**config.mk**
```make
export PLATFORM = sky130hd
export DESIGN_NAME = timer_one_top
export DESIGN_NICKNAME = d
export VERILOG_FILES = /design/src/design/timer_one_pkg.sv /design/src/design/ext_edge_if.sv /design/src/design/ext_edge_detect.sv /design/src/design/timer_one_top.sv
export SDC_FILE = /design/constraint.sdc
export NUM_CORES = 1
export LEC_CHECK = 0
export BUFFER_PORTS_ARGS = -buffer_cell sky130_fd_sc_hd__clkbuf_2
export CORE_AREA = 4 4 80 82
export CTS_CLUSTER_DIAMETER = 80
export DETAILED_ROUTE_END_ITERATION = 16
export DIE_AREA = 0 0 84 86
export PLACE_DENSITY = 0.78
export SYNTH_ARGS = -nofsm -noshare
export SYNTH_HDL_FRONTEND = slang
export SYNTH_HIERARCHICAL = 1
export SYNTH_SLANG_ARGS = --single-unit
```
**constraint.sdc**
```tcl
create_clock -name clock -period 2.01 [get_ports clock]
set_clock_uncertainty 0.05 [all_clocks]
set_input_delay 0.1005 -clock clock [delete_from_list [all_inputs] [get_ports clock]]
set_output_delay 0.1005 -clock clock [all_outputs]
set_load 0.02 [all_outputs]
```
**src/design/timer_one_pkg.sv**
```systemverilog
/*
    timer_one_pkg: register offsets, control field positions, reset values,
    mode codes and cycle counts for the sixteen bit timer/counter.
    Assumes a 20 MHz core clock and a 32-bit APB register bus.
*/
package timer_one_pkg;

    // ************************************************************
    // register map (byte addresses)
    // ************************************************************
    localparam logic [7:0] CTRL_OFFSET       = 8'h10;
    localparam logic [7:0] COUNT_LOW_OFFSET  = 8'h14;
    localparam logic [7:0] COUNT_HIGH_OFFSET = 8'h18;
    localparam logic [7:0] FLAG_OFFSET       = 8'h1C;
    localparam logic [7:0] ENABLE_OFFSET     = 8'h20;

    // ************************************************************
    // field positions
    // ************************************************************
    localparam int RUN_BIT        = 0;
    localparam int SOURCE_BIT     = 1;
    localparam int SYNC_BIT       = 2;
    localparam int OSC_BIT        = 3;
    localparam int PRESCALE_LO    = 4;
    localparam int PRESCALE_HI    = 5;
    localparam int CTRL_WIDTH     = 6;
    localparam int FLAG_BIT       = 0;
    localparam int IRQ_ENABLE_BIT = 0;

    // ************************************************************
    // reset values and codes
    // ************************************************************
    localparam logic [5:0]  CTRL_RESET           = 6'h00;
    localparam logic [15:0] COUNT_RESET          = 16'h0000;
    localparam logic [15:0] COUNT_MAX            = 16'hFFFF;
    localparam logic [2:0]  PRESCALE_RESET       = 3'h0;
    localparam logic [31:0] READ_ZERO            = 32'h0000_0000;
    localparam logic [3:0]  SPECIAL_TRIGGER_MODE = 4'hB;

    // ************************************************************
    // timing
    // ************************************************************
    localparam int CLOCK_PERIOD_NS    = 50;
    localparam int INSTR_CYCLE_NS     = 200;
    localparam int INSTR_CYCLE_CLOCKS = (INSTR_CYCLE_NS + CLOCK_PERIOD_NS - 1) / CLOCK_PERIOD_NS;
    localparam logic [1:0] INSTR_DIV_LAST = 2'(INSTR_CYCLE_CLOCKS - 1);
    localparam logic [1:0] INSTR_DIV_RESET = 2'h0;

    typedef enum logic [1:0] {
        MODE_TIMER,
        MODE_SYNC_COUNTER,
        MODE_ASYNC_COUNTER
    } count_mode_t;

endpackage : timer_one_pkg

```
**src/design/ext_edge_if.sv**
```systemverilog
/*
    ext_edge_if: carries the raw external count level into the edge
    conditioner and the qualified rising-edge event back out.
    Assumes both ends run on the same core clock.
*/
`timescale 1ns/100ps
interface ext_edge_if;
    logic rawLevel;
    logic armEnable;
    logic riseEvt;

    modport conditioner (
        input  rawLevel,
        input  armEnable,
        output riseEvt
    );

    modport owner (
        output rawLevel,
        output armEnable,
        input  riseEvt
    );
endinterface : ext_edge_if

```
**src/design/ext_edge_detect.sv**
```systemverilog
/*
    ext_edge_detect: two-flop synchroniser for the external count level,
    falling-edge arming and rising-edge detection.
    Assumes rawLevel may change at any time relative to clock.
*/
`timescale 1ns/100ps
module ext_edge_detect (
    input  wire logic        clock,
    input  wire logic        rst_b,
    input  wire logic        clkEn,
    ext_edge_if.conditioner  edgeBus
);

    typedef struct packed {
        logic syncFirst;
        logic syncSecond;
        logic prevLevel;
        logic armed;
    } edge_state_t;

    edge_state_t st_q;
    edge_state_t st_d;

    // ************************************************************
    // next state
    // ************************************************************
    always_comb
    begin
        st_d            = st_q;
        st_d.syncFirst  = edgeBus.rawLevel;
        st_d.syncSecond = st_q.syncFirst;
        st_d.prevLevel  = st_q.syncSecond;
        // arm only after a falling edge once enabled
        st_d.armed      = edgeBus.armEnable & (st_q.armed | (st_q.prevLevel & ~st_q.syncSecond));
    end

    always_ff @(posedge clock)
    begin
        if (!rst_b)
            st_q <= '0;
        else if (clkEn)
            st_q <= st_d;
    end

    assign edgeBus.riseEvt = st_q.armed & st_q.syncSecond & ~st_q.prevLevel;
endmodule : ext_edge_detect

```
**src/design/timer_one_top.sv**
```systemverilog
/*
    timer_one_top: sixteen bit up-counter with prescaler, clock source and
    synchronisation select, oscillator enable, overflow flag and trigger reset.
    Assumes an APB master on the core clock and compare-unit inputs on the
    same clock; the oscillator pins are sampled through ext_edge_detect.
*/
// Operation
// - 16-bit count in two byte registers
// - run bit 0 starts and stops counting
// - timer, synced counter, async counter modes
// - bit 1 selects instruction or external clock
// - timer mode counts each instruction cycle
// - counter mode counts external rising edges
// - first falling edge needed before counting
// - bit 3 enables the low power oscillator
// - oscillator enabled forces both pins input
// - oscillator and async count run in sleep
// - wrap from FFFFh sets overflow flag
// - enable bit gates interrupt, flag untouched
// - compare unit can clear the counter
// - trigger resets only under mode 1011
// - trigger reset never sets overflow flag
// - software count write beats trigger reset
`timescale 1ns/100ps
module timer_one_top (
    input  wire logic        clock,
    input  wire logic        rst_b,
    input  wire logic        clkEn,
    input  wire logic [7:0]  paddr,
    input  wire logic        psel,
    input  wire logic        penable,
    input  wire logic        pwrite,
    input  wire logic [31:0] pwdata,
    output logic      [31:0] prdata,
    output logic             pready,
    output logic             pslverr,
    input  wire logic        sleep,
    input  wire logic [3:0]  compareModeCode,
    input  wire logic        compareTrigger,
    input  wire logic [1:0]  portCDirection,
    input  wire logic [1:0]  portCData,
    input  wire logic        oscInPin,
    input  wire logic        oscOutPinIn,
    output logic      [1:0]  pinOut,
    output logic      [1:0]  pinOe,
    output logic             oscEnable,
    output logic             overflowIrq
);

    typedef struct packed {
        logic [5:0]  ctrl;
        logic [15:0] count;
        logic        flag;
        logic        irqEn;
        logic [2:0]  pre;
        logic [1:0]  instrDiv;
        logic        syncPend;
        logic [31:0] rdata;
    } state_t;

    state_t st_q;
    state_t st_d;

    ext_edge_if edgeBus ();

    timer_one_pkg::count_mode_t mode;
    logic        instrTick;
    logic        access;
    logic        wrAccess;
    logic        wrLow;
    logic        wrHigh;
    logic        cntWrite;
    logic        trigReset;
    logic        countEvt;
    logic        runBit;
    logic [1:0]  prescale;
    logic [2:0]  preMask;
    logic        preTerminal;
    logic        incr;
    logic        wrap;
    logic        mapped;

    // ************************************************************
    // edge conditioner
    // ************************************************************
    ext_edge_detect edgeUnit (
        .clock   (clock),
        .rst_b   (rst_b),
        .clkEn   (clkEn),
        .edgeBus (edgeBus.conditioner)
    );

    // crystal amplifier input when the oscillator runs, else the count pin
    assign edgeBus.rawLevel  = st_q.ctrl[timer_one_pkg::OSC_BIT] ? oscInPin : oscOutPinIn;
    assign edgeBus.armEnable = runBit & st_q.ctrl[timer_one_pkg::SOURCE_BIT];

    // ************************************************************
    // decode
    // ************************************************************
    always_comb
    begin
        runBit   = st_q.ctrl[timer_one_pkg::RUN_BIT];
        prescale = st_q.ctrl[timer_one_pkg::PRESCALE_HI:timer_one_pkg::PRESCALE_LO];
        if (!st_q.ctrl[timer_one_pkg::SOURCE_BIT])
            mode = timer_one_pkg::MODE_TIMER;
        else if (st_q.ctrl[timer_one_pkg::SYNC_BIT])
            mode = timer_one_pkg::MODE_ASYNC_COUNTER;
        else
            mode = timer_one_pkg::MODE_SYNC_COUNTER;
        instrTick = (st_q.instrDiv == timer_one_pkg::INSTR_DIV_LAST);
        access    = psel & penable;
        wrAccess  = access & pwrite;
        wrLow     = wrAccess & (paddr == timer_one_pkg::COUNT_LOW_OFFSET);
        wrHigh    = wrAccess & (paddr == timer_one_pkg::COUNT_HIGH_OFFSET);
        cntWrite  = wrLow | wrHigh;
        trigReset = compareTrigger & (compareModeCode == timer_one_pkg::SPECIAL_TRIGGER_MODE);
        mapped    = (paddr == timer_one_pkg::CTRL_OFFSET) | (paddr == timer_one_pkg::COUNT_LOW_OFFSET)
                  | (paddr == timer_one_pkg::COUNT_HIGH_OFFSET) | (paddr == timer_one_pkg::FLAG_OFFSET)
                  | (paddr == timer_one_pkg::ENABLE_OFFSET);
        unique case (mode)
            timer_one_pkg::MODE_TIMER:        countEvt = instrTick & ~sleep;
            timer_one_pkg::MODE_SYNC_COUNTER: countEvt = (st_q.syncPend | edgeBus.riseEvt) & instrTick & ~sleep;
            timer_one_pkg::MODE_ASYNC_COUNTER: countEvt = edgeBus.riseEvt;
            default:                          countEvt = 1'b0;
        endcase
        // mask of prescale bits that must all be set for a count
        preMask     = {prescale == 2'h3, prescale[1], prescale != 2'h0};
        preTerminal = ((st_q.pre & preMask) == preMask);
        incr        = runBit & countEvt & preTerminal;
        wrap        = incr & (st_q.count == timer_one_pkg::COUNT_MAX);
    end

    // ************************************************************
    // next state
    // ************************************************************
    always_comb
    begin
        st_d = st_q;

        // instruction cycle divider
        st_d.instrDiv = instrTick ? timer_one_pkg::INSTR_DIV_RESET : st_q.instrDiv + 2'h1;

        // external edge waits for the next instruction cycle when synced
        if (mode == timer_one_pkg::MODE_SYNC_COUNTER && runBit)
            st_d.syncPend = (st_q.syncPend | edgeBus.riseEvt) & ~(instrTick & ~sleep);
        else
            st_d.syncPend = 1'b0;

        // prescaler
        if (cntWrite)
            st_d.pre = timer_one_pkg::PRESCALE_RESET;
        else if (runBit & countEvt)
            st_d.pre = preTerminal ? timer_one_pkg::PRESCALE_RESET : st_q.pre + 3'h1;

        // counter: write beats trigger, trigger beats increment
        if (wrLow)
            st_d.count[7:0] = pwdata[7:0];
        else if (wrHigh)
            st_d.count[15:8] = pwdata[7:0];
        else if (trigReset)
            st_d.count = timer_one_pkg::COUNT_RESET;
        else if (incr)
            st_d.count = st_q.count + 16'h0001;

        // control and enable registers
        if (wrAccess && paddr == timer_one_pkg::CTRL_OFFSET)
            st_d.ctrl = pwdata[timer_one_pkg::CTRL_WIDTH-1:0];
        if (wrAccess && paddr == timer_one_pkg::ENABLE_OFFSET)
            st_d.irqEn = pwdata[timer_one_pkg::IRQ_ENABLE_BIT];

        // overflow flag: write one clears, a wrap in the same cycle wins
        if (wrAccess && paddr == timer_one_pkg::FLAG_OFFSET && pwdata[timer_one_pkg::FLAG_BIT])
            st_d.flag = 1'b0;
        if (wrap && !cntWrite && !trigReset)
            st_d.flag = 1'b1;

        // read data captured in the setup cycle
        if (psel && !penable)
        begin
            st_d.rdata = timer_one_pkg::READ_ZERO;
            unique case (1'b1)
                paddr == timer_one_pkg::CTRL_OFFSET:       st_d.rdata[5:0] = st_q.ctrl;
                paddr == timer_one_pkg::COUNT_LOW_OFFSET:  st_d.rdata[7:0] = st_q.count[7:0];
                paddr == timer_one_pkg::COUNT_HIGH_OFFSET: st_d.rdata[7:0] = st_q.count[15:8];
                paddr == timer_one_pkg::FLAG_OFFSET:       st_d.rdata[timer_one_pkg::FLAG_BIT] = st_q.flag;
                paddr == timer_one_pkg::ENABLE_OFFSET:     st_d.rdata[timer_one_pkg::IRQ_ENABLE_BIT] = st_q.irqEn;
                default:                                   st_d.rdata = timer_one_pkg::READ_ZERO;
            endcase
        end
    end

    always_ff @(posedge clock)
    begin
        if (!rst_b)
        begin
            st_q          <= '0;
            st_q.ctrl     <= timer_one_pkg::CTRL_RESET;
            st_q.count    <= timer_one_pkg::COUNT_RESET;
            st_q.pre      <= timer_one_pkg::PRESCALE_RESET;
            st_q.instrDiv <= timer_one_pkg::INSTR_DIV_RESET;
            st_q.rdata    <= timer_one_pkg::READ_ZERO;
        end
        else if (clkEn)
            st_q <= st_d;
    end

    // ************************************************************
    // outputs
    // ************************************************************
    assign prdata      = st_q.rdata;
    assign pready      = access;
    assign pslverr     = access & ~mapped;
    assign oscEnable   = st_q.ctrl[timer_one_pkg::OSC_BIT];
    assign overflowIrq = st_q.flag & st_q.irqEn;
    assign pinOut      = portCData;
    // oscillator forces both pins to inputs whatever the direction bits say
    assign pinOe       = oscEnable ? 2'h0 : ~portCDirection;
endmodule : timer_one_top

```
### After elaboration in Yosys (flattened, before gate mapping)

Index checks and enable logic that the tools add are counted.

| cells by class | value |
|---|---|
| $add $sub $neg | 3 |
| muxes and demuxes | 20 |
| reductions and logical operators | 24 |
| equality and inequality tests | 13 |
| bitwise operators | 34 |

Operator list:

| kind | number |
|---|---|
| 8-bit by 5-bit equality test with 1-bit output, second input constant | 4 |
| 16-bit 2-to-1 mux | 2 |
| 8-bit 2-to-1 mux | 3 |
| 1-bit AND | 19 |
| 16-bit by 1-bit adder with 16-bit output, second input constant | 1 |
| 16-bit equality test, second input constant | 1 |
| 5-bit one-hot mux with 3 select lines | 1 |
| 2-bit AND reduction | 5 |
| 3-bit 2-to-1 mux | 3 |
| 8-bit by 6-bit equality test with 1-bit output, second input constant | 1 |
| 1-bit logical AND | 8 |
| 2-bit 2-to-1 mux | 4 |
| 1-bit OR | 7 |
| 2-bit equality test, second input constant | 3 |
| 1-bit NOT | 6 |
| 3-bit AND reduction | 2 |
| 2-bit nonzero test | 3 |
| 3-bit nonzero test | 2 |
| 1-bit one-hot mux with 5 select lines | 1 |
| 4-bit equality test, second input constant | 1 |
| 1-bit 2-to-1 mux | 4 |
| 2-bit one-hot mux with 2 select lines | 1 |
| 3-bit by 1-bit adder with 3-bit output, second input constant | 1 |
| 3-bit AND | 1 |
| 8 further kinds | 10 |

| storage, ports and cells | value |
|---|---|
| input bits | 58 |
| logic and storage cells | 107 |
| output and inout bits | 40 |
| register bits | 42 |

### Depth between registers and ports, before layout

| depth | value |
|---|---|
| word-level depth | 13 |
| depth in mapped cells | 9 |
| gate-level depth less buffers | 7 |

### Hierarchy

Netlist, hierarchy kept.

By module, submodules not included:

| module | instances | cells each | sequential area each (um^2) | area an instance (um^2) |
|---|---|---|---|---|
| timer_one_top | 1 | 317 | 760.7 | 2658.8 |
| ext_edge_detect | 1 | 15 | 80.1 | 172.7 |

### Least setup slack after synthesis

Ideal clock, no wire load.

| timing path | value |
|---|---|
| kind | reg2reg |
| start point | register edgeUnit/st_q[1] (netlist name) |
| end point | register st_q[42] (netlist name) |
| buffers on the path | 0 |
| library setup time | 0.116 ns |
| arrival | 1.649 ns |
| period minus slack after synthesis | 1.816 ns |
| setup slack | 0.194 ns |
| required time | 1.844 ns |
| cell stages (with the launch flop) | 8 |
| cell sequence | dfxtp_1 > and3b_1 > nor2_1 > nor4b_4 > o211ai_2 > a21oi_4 > o311ai_0 > o211a_1 |

| between the ends | value |
|---|---|
| longest elaborated chain between the ends | 10 |

Ends and longest elaborated chain:

| element | line | RTL |
|---|---|---|
| from (decl) | ext_edge_detect.sv:21 | `edge_state_t st_q;` |
| from (signal assigned) | ext_edge_detect.sv:42 | `st_q <= st_d;` |
| 1-bit NOT (*) | ext_edge_detect.sv:45 | `assign edgeBus.riseEvt = st_q.armed & st_q.syncSecond & ~st_q.prevLevel;` |
| 1-bit AND (*) | ext_edge_detect.sv:45 |  |
| net edgeBus.riseEvt | ext_edge_if.sv:10 | `logic riseEvt;` |
| 1-bit OR | timer_one_top.sv:122 | `timer_one_pkg::MODE_SYNC_COUNTER: countEvt = (st_q.syncPend \| edgeBus.riseEvt) & instrTick & ~sleep;` |
| 1-bit AND (2 in series) | timer_one_top.sv:122 |  |
| 1-bit one-hot mux with 3 select lines (*) | timer_one_top.sv:120 | `unique case (mode)` |
| 1-bit AND (*) (2 in series) | timer_one_top.sv:129 | `incr = runBit & countEvt & preTerminal;` |
| 3-bit nonzero test (no line) (*) | n/a |  |
| 3-bit AND reduction (no line) (*) | n/a |  |
| to (signal assigned) | timer_one_top.sv:204 | `st_q <= st_d;` |
| to (decl) | timer_one_top.sv:61 | `state_t st_q;` |

The timed path passes the listed nets; every way through them passes the cells marked *.
A chain may end at the register's enable or synchronous reset.

### Final worst setup path

| timing path | value |
|---|---|
| start point | register edgeUnit/st_q[1] (netlist name) |
| end point | register st_q[47] (netlist name) |

Same word-level chain as after synthesis.

==> flow_summary_export.csv <==
group,metric,value,unit
critical_path,rr_endpoint,"st_q[47]",
timing,fmax,0.498,GHz
die,ioPinCount,98,
cts,root_buffer,"clkbuf_8",
cts,cts_max_path_buffers,2,
final_layout,fill_cells,526,
timing,slew_headroom,64.7,%
global_routing,grt_pass1_wl,11.3,mm
final_layout,drive_above_1_share,24.8,%
drt,drc_errors,0,
timing,finalHoldViolations,0,
critical_path,startpoint_type,"flip-flop",
final_layout,multi_input_area,1750,um^2
final_layout,layout.cells.non_filler,454,
logic_synthesis,ys_warn_count,6,
global_routing,grt_pass1_vias,2384,
logic_synthesis,syn_area,2830,um^2
worst_hold_path,hold_path.class,"input pin to flip-flop",
cts,htreeDepth,2,
timing,grt_setup_unrepaired,"true",
global_routing,antenna_found_initial,0,
logic_synthesis,synth_compound_area_share,19.6,%
logic_synthesis,ys_seq_area_share,29.7,%
critical_path,r2r-start,"edgeUnit/st_q[1]",
logic_synthesis,synth_top_cell_area_share,29.7,%
placed_design,io_buffers,45,
worst_hold_path,hold-path-cell-count,3,
critical_path,rr_worst_depth,8,
cts,path_clk_slew,0.09,ns
logic_synthesis,yosysMostFrequentCell,"dfxtp_1",
logic_synthesis,synthCells,332,
placed_design,dp_hpwl,5.31,mm
final_layout,nets,439,
timing,fin_crit,2.01,ns
cts,insertion_delay,0.31,ns
drt,wirelength,6.94,mm
drt,final_antenna_net_count,0,
logic_synthesis,ys_ff_latch,42,
placed_design,gp_congestion,0.952,
cts,cts_hold_buf,0,
drt,routedWlPerCell,15.3,um
global_routing,grt_max_degree,30,
timing,worst_slew_pin_slew,0.529,ns
pwr,ir_worst_vdd,0.295,mV
timing,fin_ws,0.00292,ns
die,fp-row-count,28,
pwr,power_per_cell_area,511,nW/um^2
logic_synthesis,yosysTopAreaCell,"dfxtp_1",
drt,num_vias,2549,
pwr,p_leak,1.32,nW
placed_design,dp_slack,-0.0326,ns
drt,drt-initial-drc-count,221,
placed_design,place_inst,442,
die,floorplan.die_area,7220,um^2
timing,period_share,99.9,%
critical_path,path_class,"flip-flop to flip-flop",
drt,via_per_inst,5.61,
critical_path,worstPathMaxFanout,6,
logic_synthesis,synth_xor_area_share,2.47,%
logic_synthesis,syn_avg_cell_area,8.53,um^2
timing,final_max_slew_viol_count,0,
final_layout,diodes,0,
global_routing,grt_overflow_total,0,
logic_synthesis,ys_top_cells_by_count,"42 x dfxtp_1, 35 x buf_4, 32 x nand2_1",
drt,drt_first_pass_iters,4,
logic_synthesis,synth_top_family_by_area,"simple AND/OR/NAND/NOR gates",
logic_synthesis,synth_area_leaders,"dfxtp_1 30%, buf_4 9.3%, mux2i_1 6.0%",
job,drv_cap,0,
logic_synthesis,synth-edff-count,0,
cts,clkSinkCount,42,
logic_synthesis,synth_ff_type,"dfxtp_1",
die,die_w,84,um
cts,cts_tree,"built",
critical_path,ff2ff_setup_slack,0.003,ns
die,die-height,86,um
logic_synthesis,synth_fa_ha_area_share,1.33,%
worst_hold_path,hold_path_end,"st_q[55]",
critical_path,worst_ep_arrival_time,2.14,ns
logic_synthesis,async_flop_share,0,%
cts,cts_buffers,5,
logic_synthesis,yosysUniqueCellTypes,55,
critical_path,worst_setup_path_end_kind,"flip-flop",
die,core-area,5750,um^2
logic_synthesis,synth_simple_gate_area_share,26.9,%
final_layout,syn_to_final_growth,12.5,%
timing,finalSetupTns,0,ns
worst_hold_path,worstHoldStart,"pwdata[7]",
logic_synthesis,muxShareOfSynthArea,7.20,%
timing,setup_viol,0,
critical_path,critPathRequiredTime,2.15,ns
final_layout,register_area,843,um^2
pwr,total_power,1.63,mW
global_routing,grt_usage,19.5,%
outcome,status,"complete, no violations",
die,start_util,49.3,%
[critical path, stage by stage, from the launching register on]
cell and delay [ns]:
dfxtp_2 0.33, and3b_2 0.26, nor2_2 0.05, nor4b_4 0.27, buf_4 0.17, o211ai_4 0.14
or2_1 0.30, o21ai_0 0.18, o22ai_1 0.12
[what timing repair did]
item                                    CTS  global route
gates resized for setup                   2            10
pin swaps                                 2             3
endpoints found under the setup margin    8            15
buffers inserted                          3             1
[layer usage]
layer | global-route usage (%) | part of all wire [%] | wire length, um | vias up
met5 | 0 | 0 | 0 | -
met4 | 6.87 | 2.1 | 143 | 0
met3 | 3.94 | 7.9 | 550 | 11
met2 | 32.4 | 47 | 3280 | 108
met1 | 25.1 | 43 | 2960 | 1204
li1 | - | - | - | 1226
[flip-flops by register name (all words and copies together) (netlist names)]
| register | count |
|---|---|
| edgeUnit/st_q | 2 |
| preMask | 1 |
| runBit | 1 |
| prescale | 1 |
| prdata | 8 |
| edgeUnit/st_d | 2 |
| oscEnable | 1 |
| st_q | 26 |
[placed cells by master, fill, tap and decap left out, types with 6 or more instances in the layout]
cell type and instances:
a21oi_1 14, a22oi_1 16, and2_1 9, buf_4 18
clkbuf_2 45, conb_1 24, dfxtp_1 40, mux2i_1 17
nand2_1 32, nand3_1 6, nand4_1 7, nor2_1 9
nor2b_1 26, o21ai_0 16, o21ai_1 6
[logic make-up (layout without fill, tap and decap cells)]
group,Yosys count,in the layout
multiplexers,19,19
buffers and inverters,52,76
AND/OR/NAND/NOR,127,127
AO/OA/AOI/OAI,80,80
adder cells (fa/ha/maj),3,3
XOR/XNOR,8,8
other,1,24
flip-flops,42,42
[worst max path at each step]
stage                          start       end  slack [ns]  cells after the start
global placement    edgeUnit/st_q[1]  st_q[40]        0.05                      7
detailed placement  edgeUnit/st_q[1]  st_q[44]       -0.03                      8
finish              edgeUnit/st_q[1]  st_q[47]       0.003                      8
global route        edgeUnit/st_q[1]  st_q[41]       -0.08                      9
floorplan           edgeUnit/st_q[1]  st_q[42]        0.19                      7
CTS                         st_q[34]  st_q[44]       0.008                      9
[through the flow]
stage                     instance area, um^2  util, %  hold WS, ns
after detailed placement                 3030     52.7        0.151
after global routing                     3190     55.5       0.0480
after global placement                   3030     52.7        0.151
after floorplan                          2920        -        0.179
final                                    3190     55.5       0.0371
after CTS                                3160     54.9       0.0385
[area by class of cell]
cell class | instances | share of cell area (%)
Inverter | 2 | 0.236
Clock inverter | 3 | 0.746
Multi-Input combinational cell | 261 | 54.8
Clock buffer | 5 | 2.16
Tap cell | 75 | 2.94
Timing Repair Buffer | 66 | 12.6
Sequential cell | 42 | 26.5
[where the power goes]
group          internal, mW  total [mW]  switching (mW)
Sequential            0.840       0.846         0.00675
Clock                 0.249       0.582           0.334
Combinational        0.0695       0.199           0.129
Total                  1.16        1.63           0.470
(Power assumes the default switching activity.)
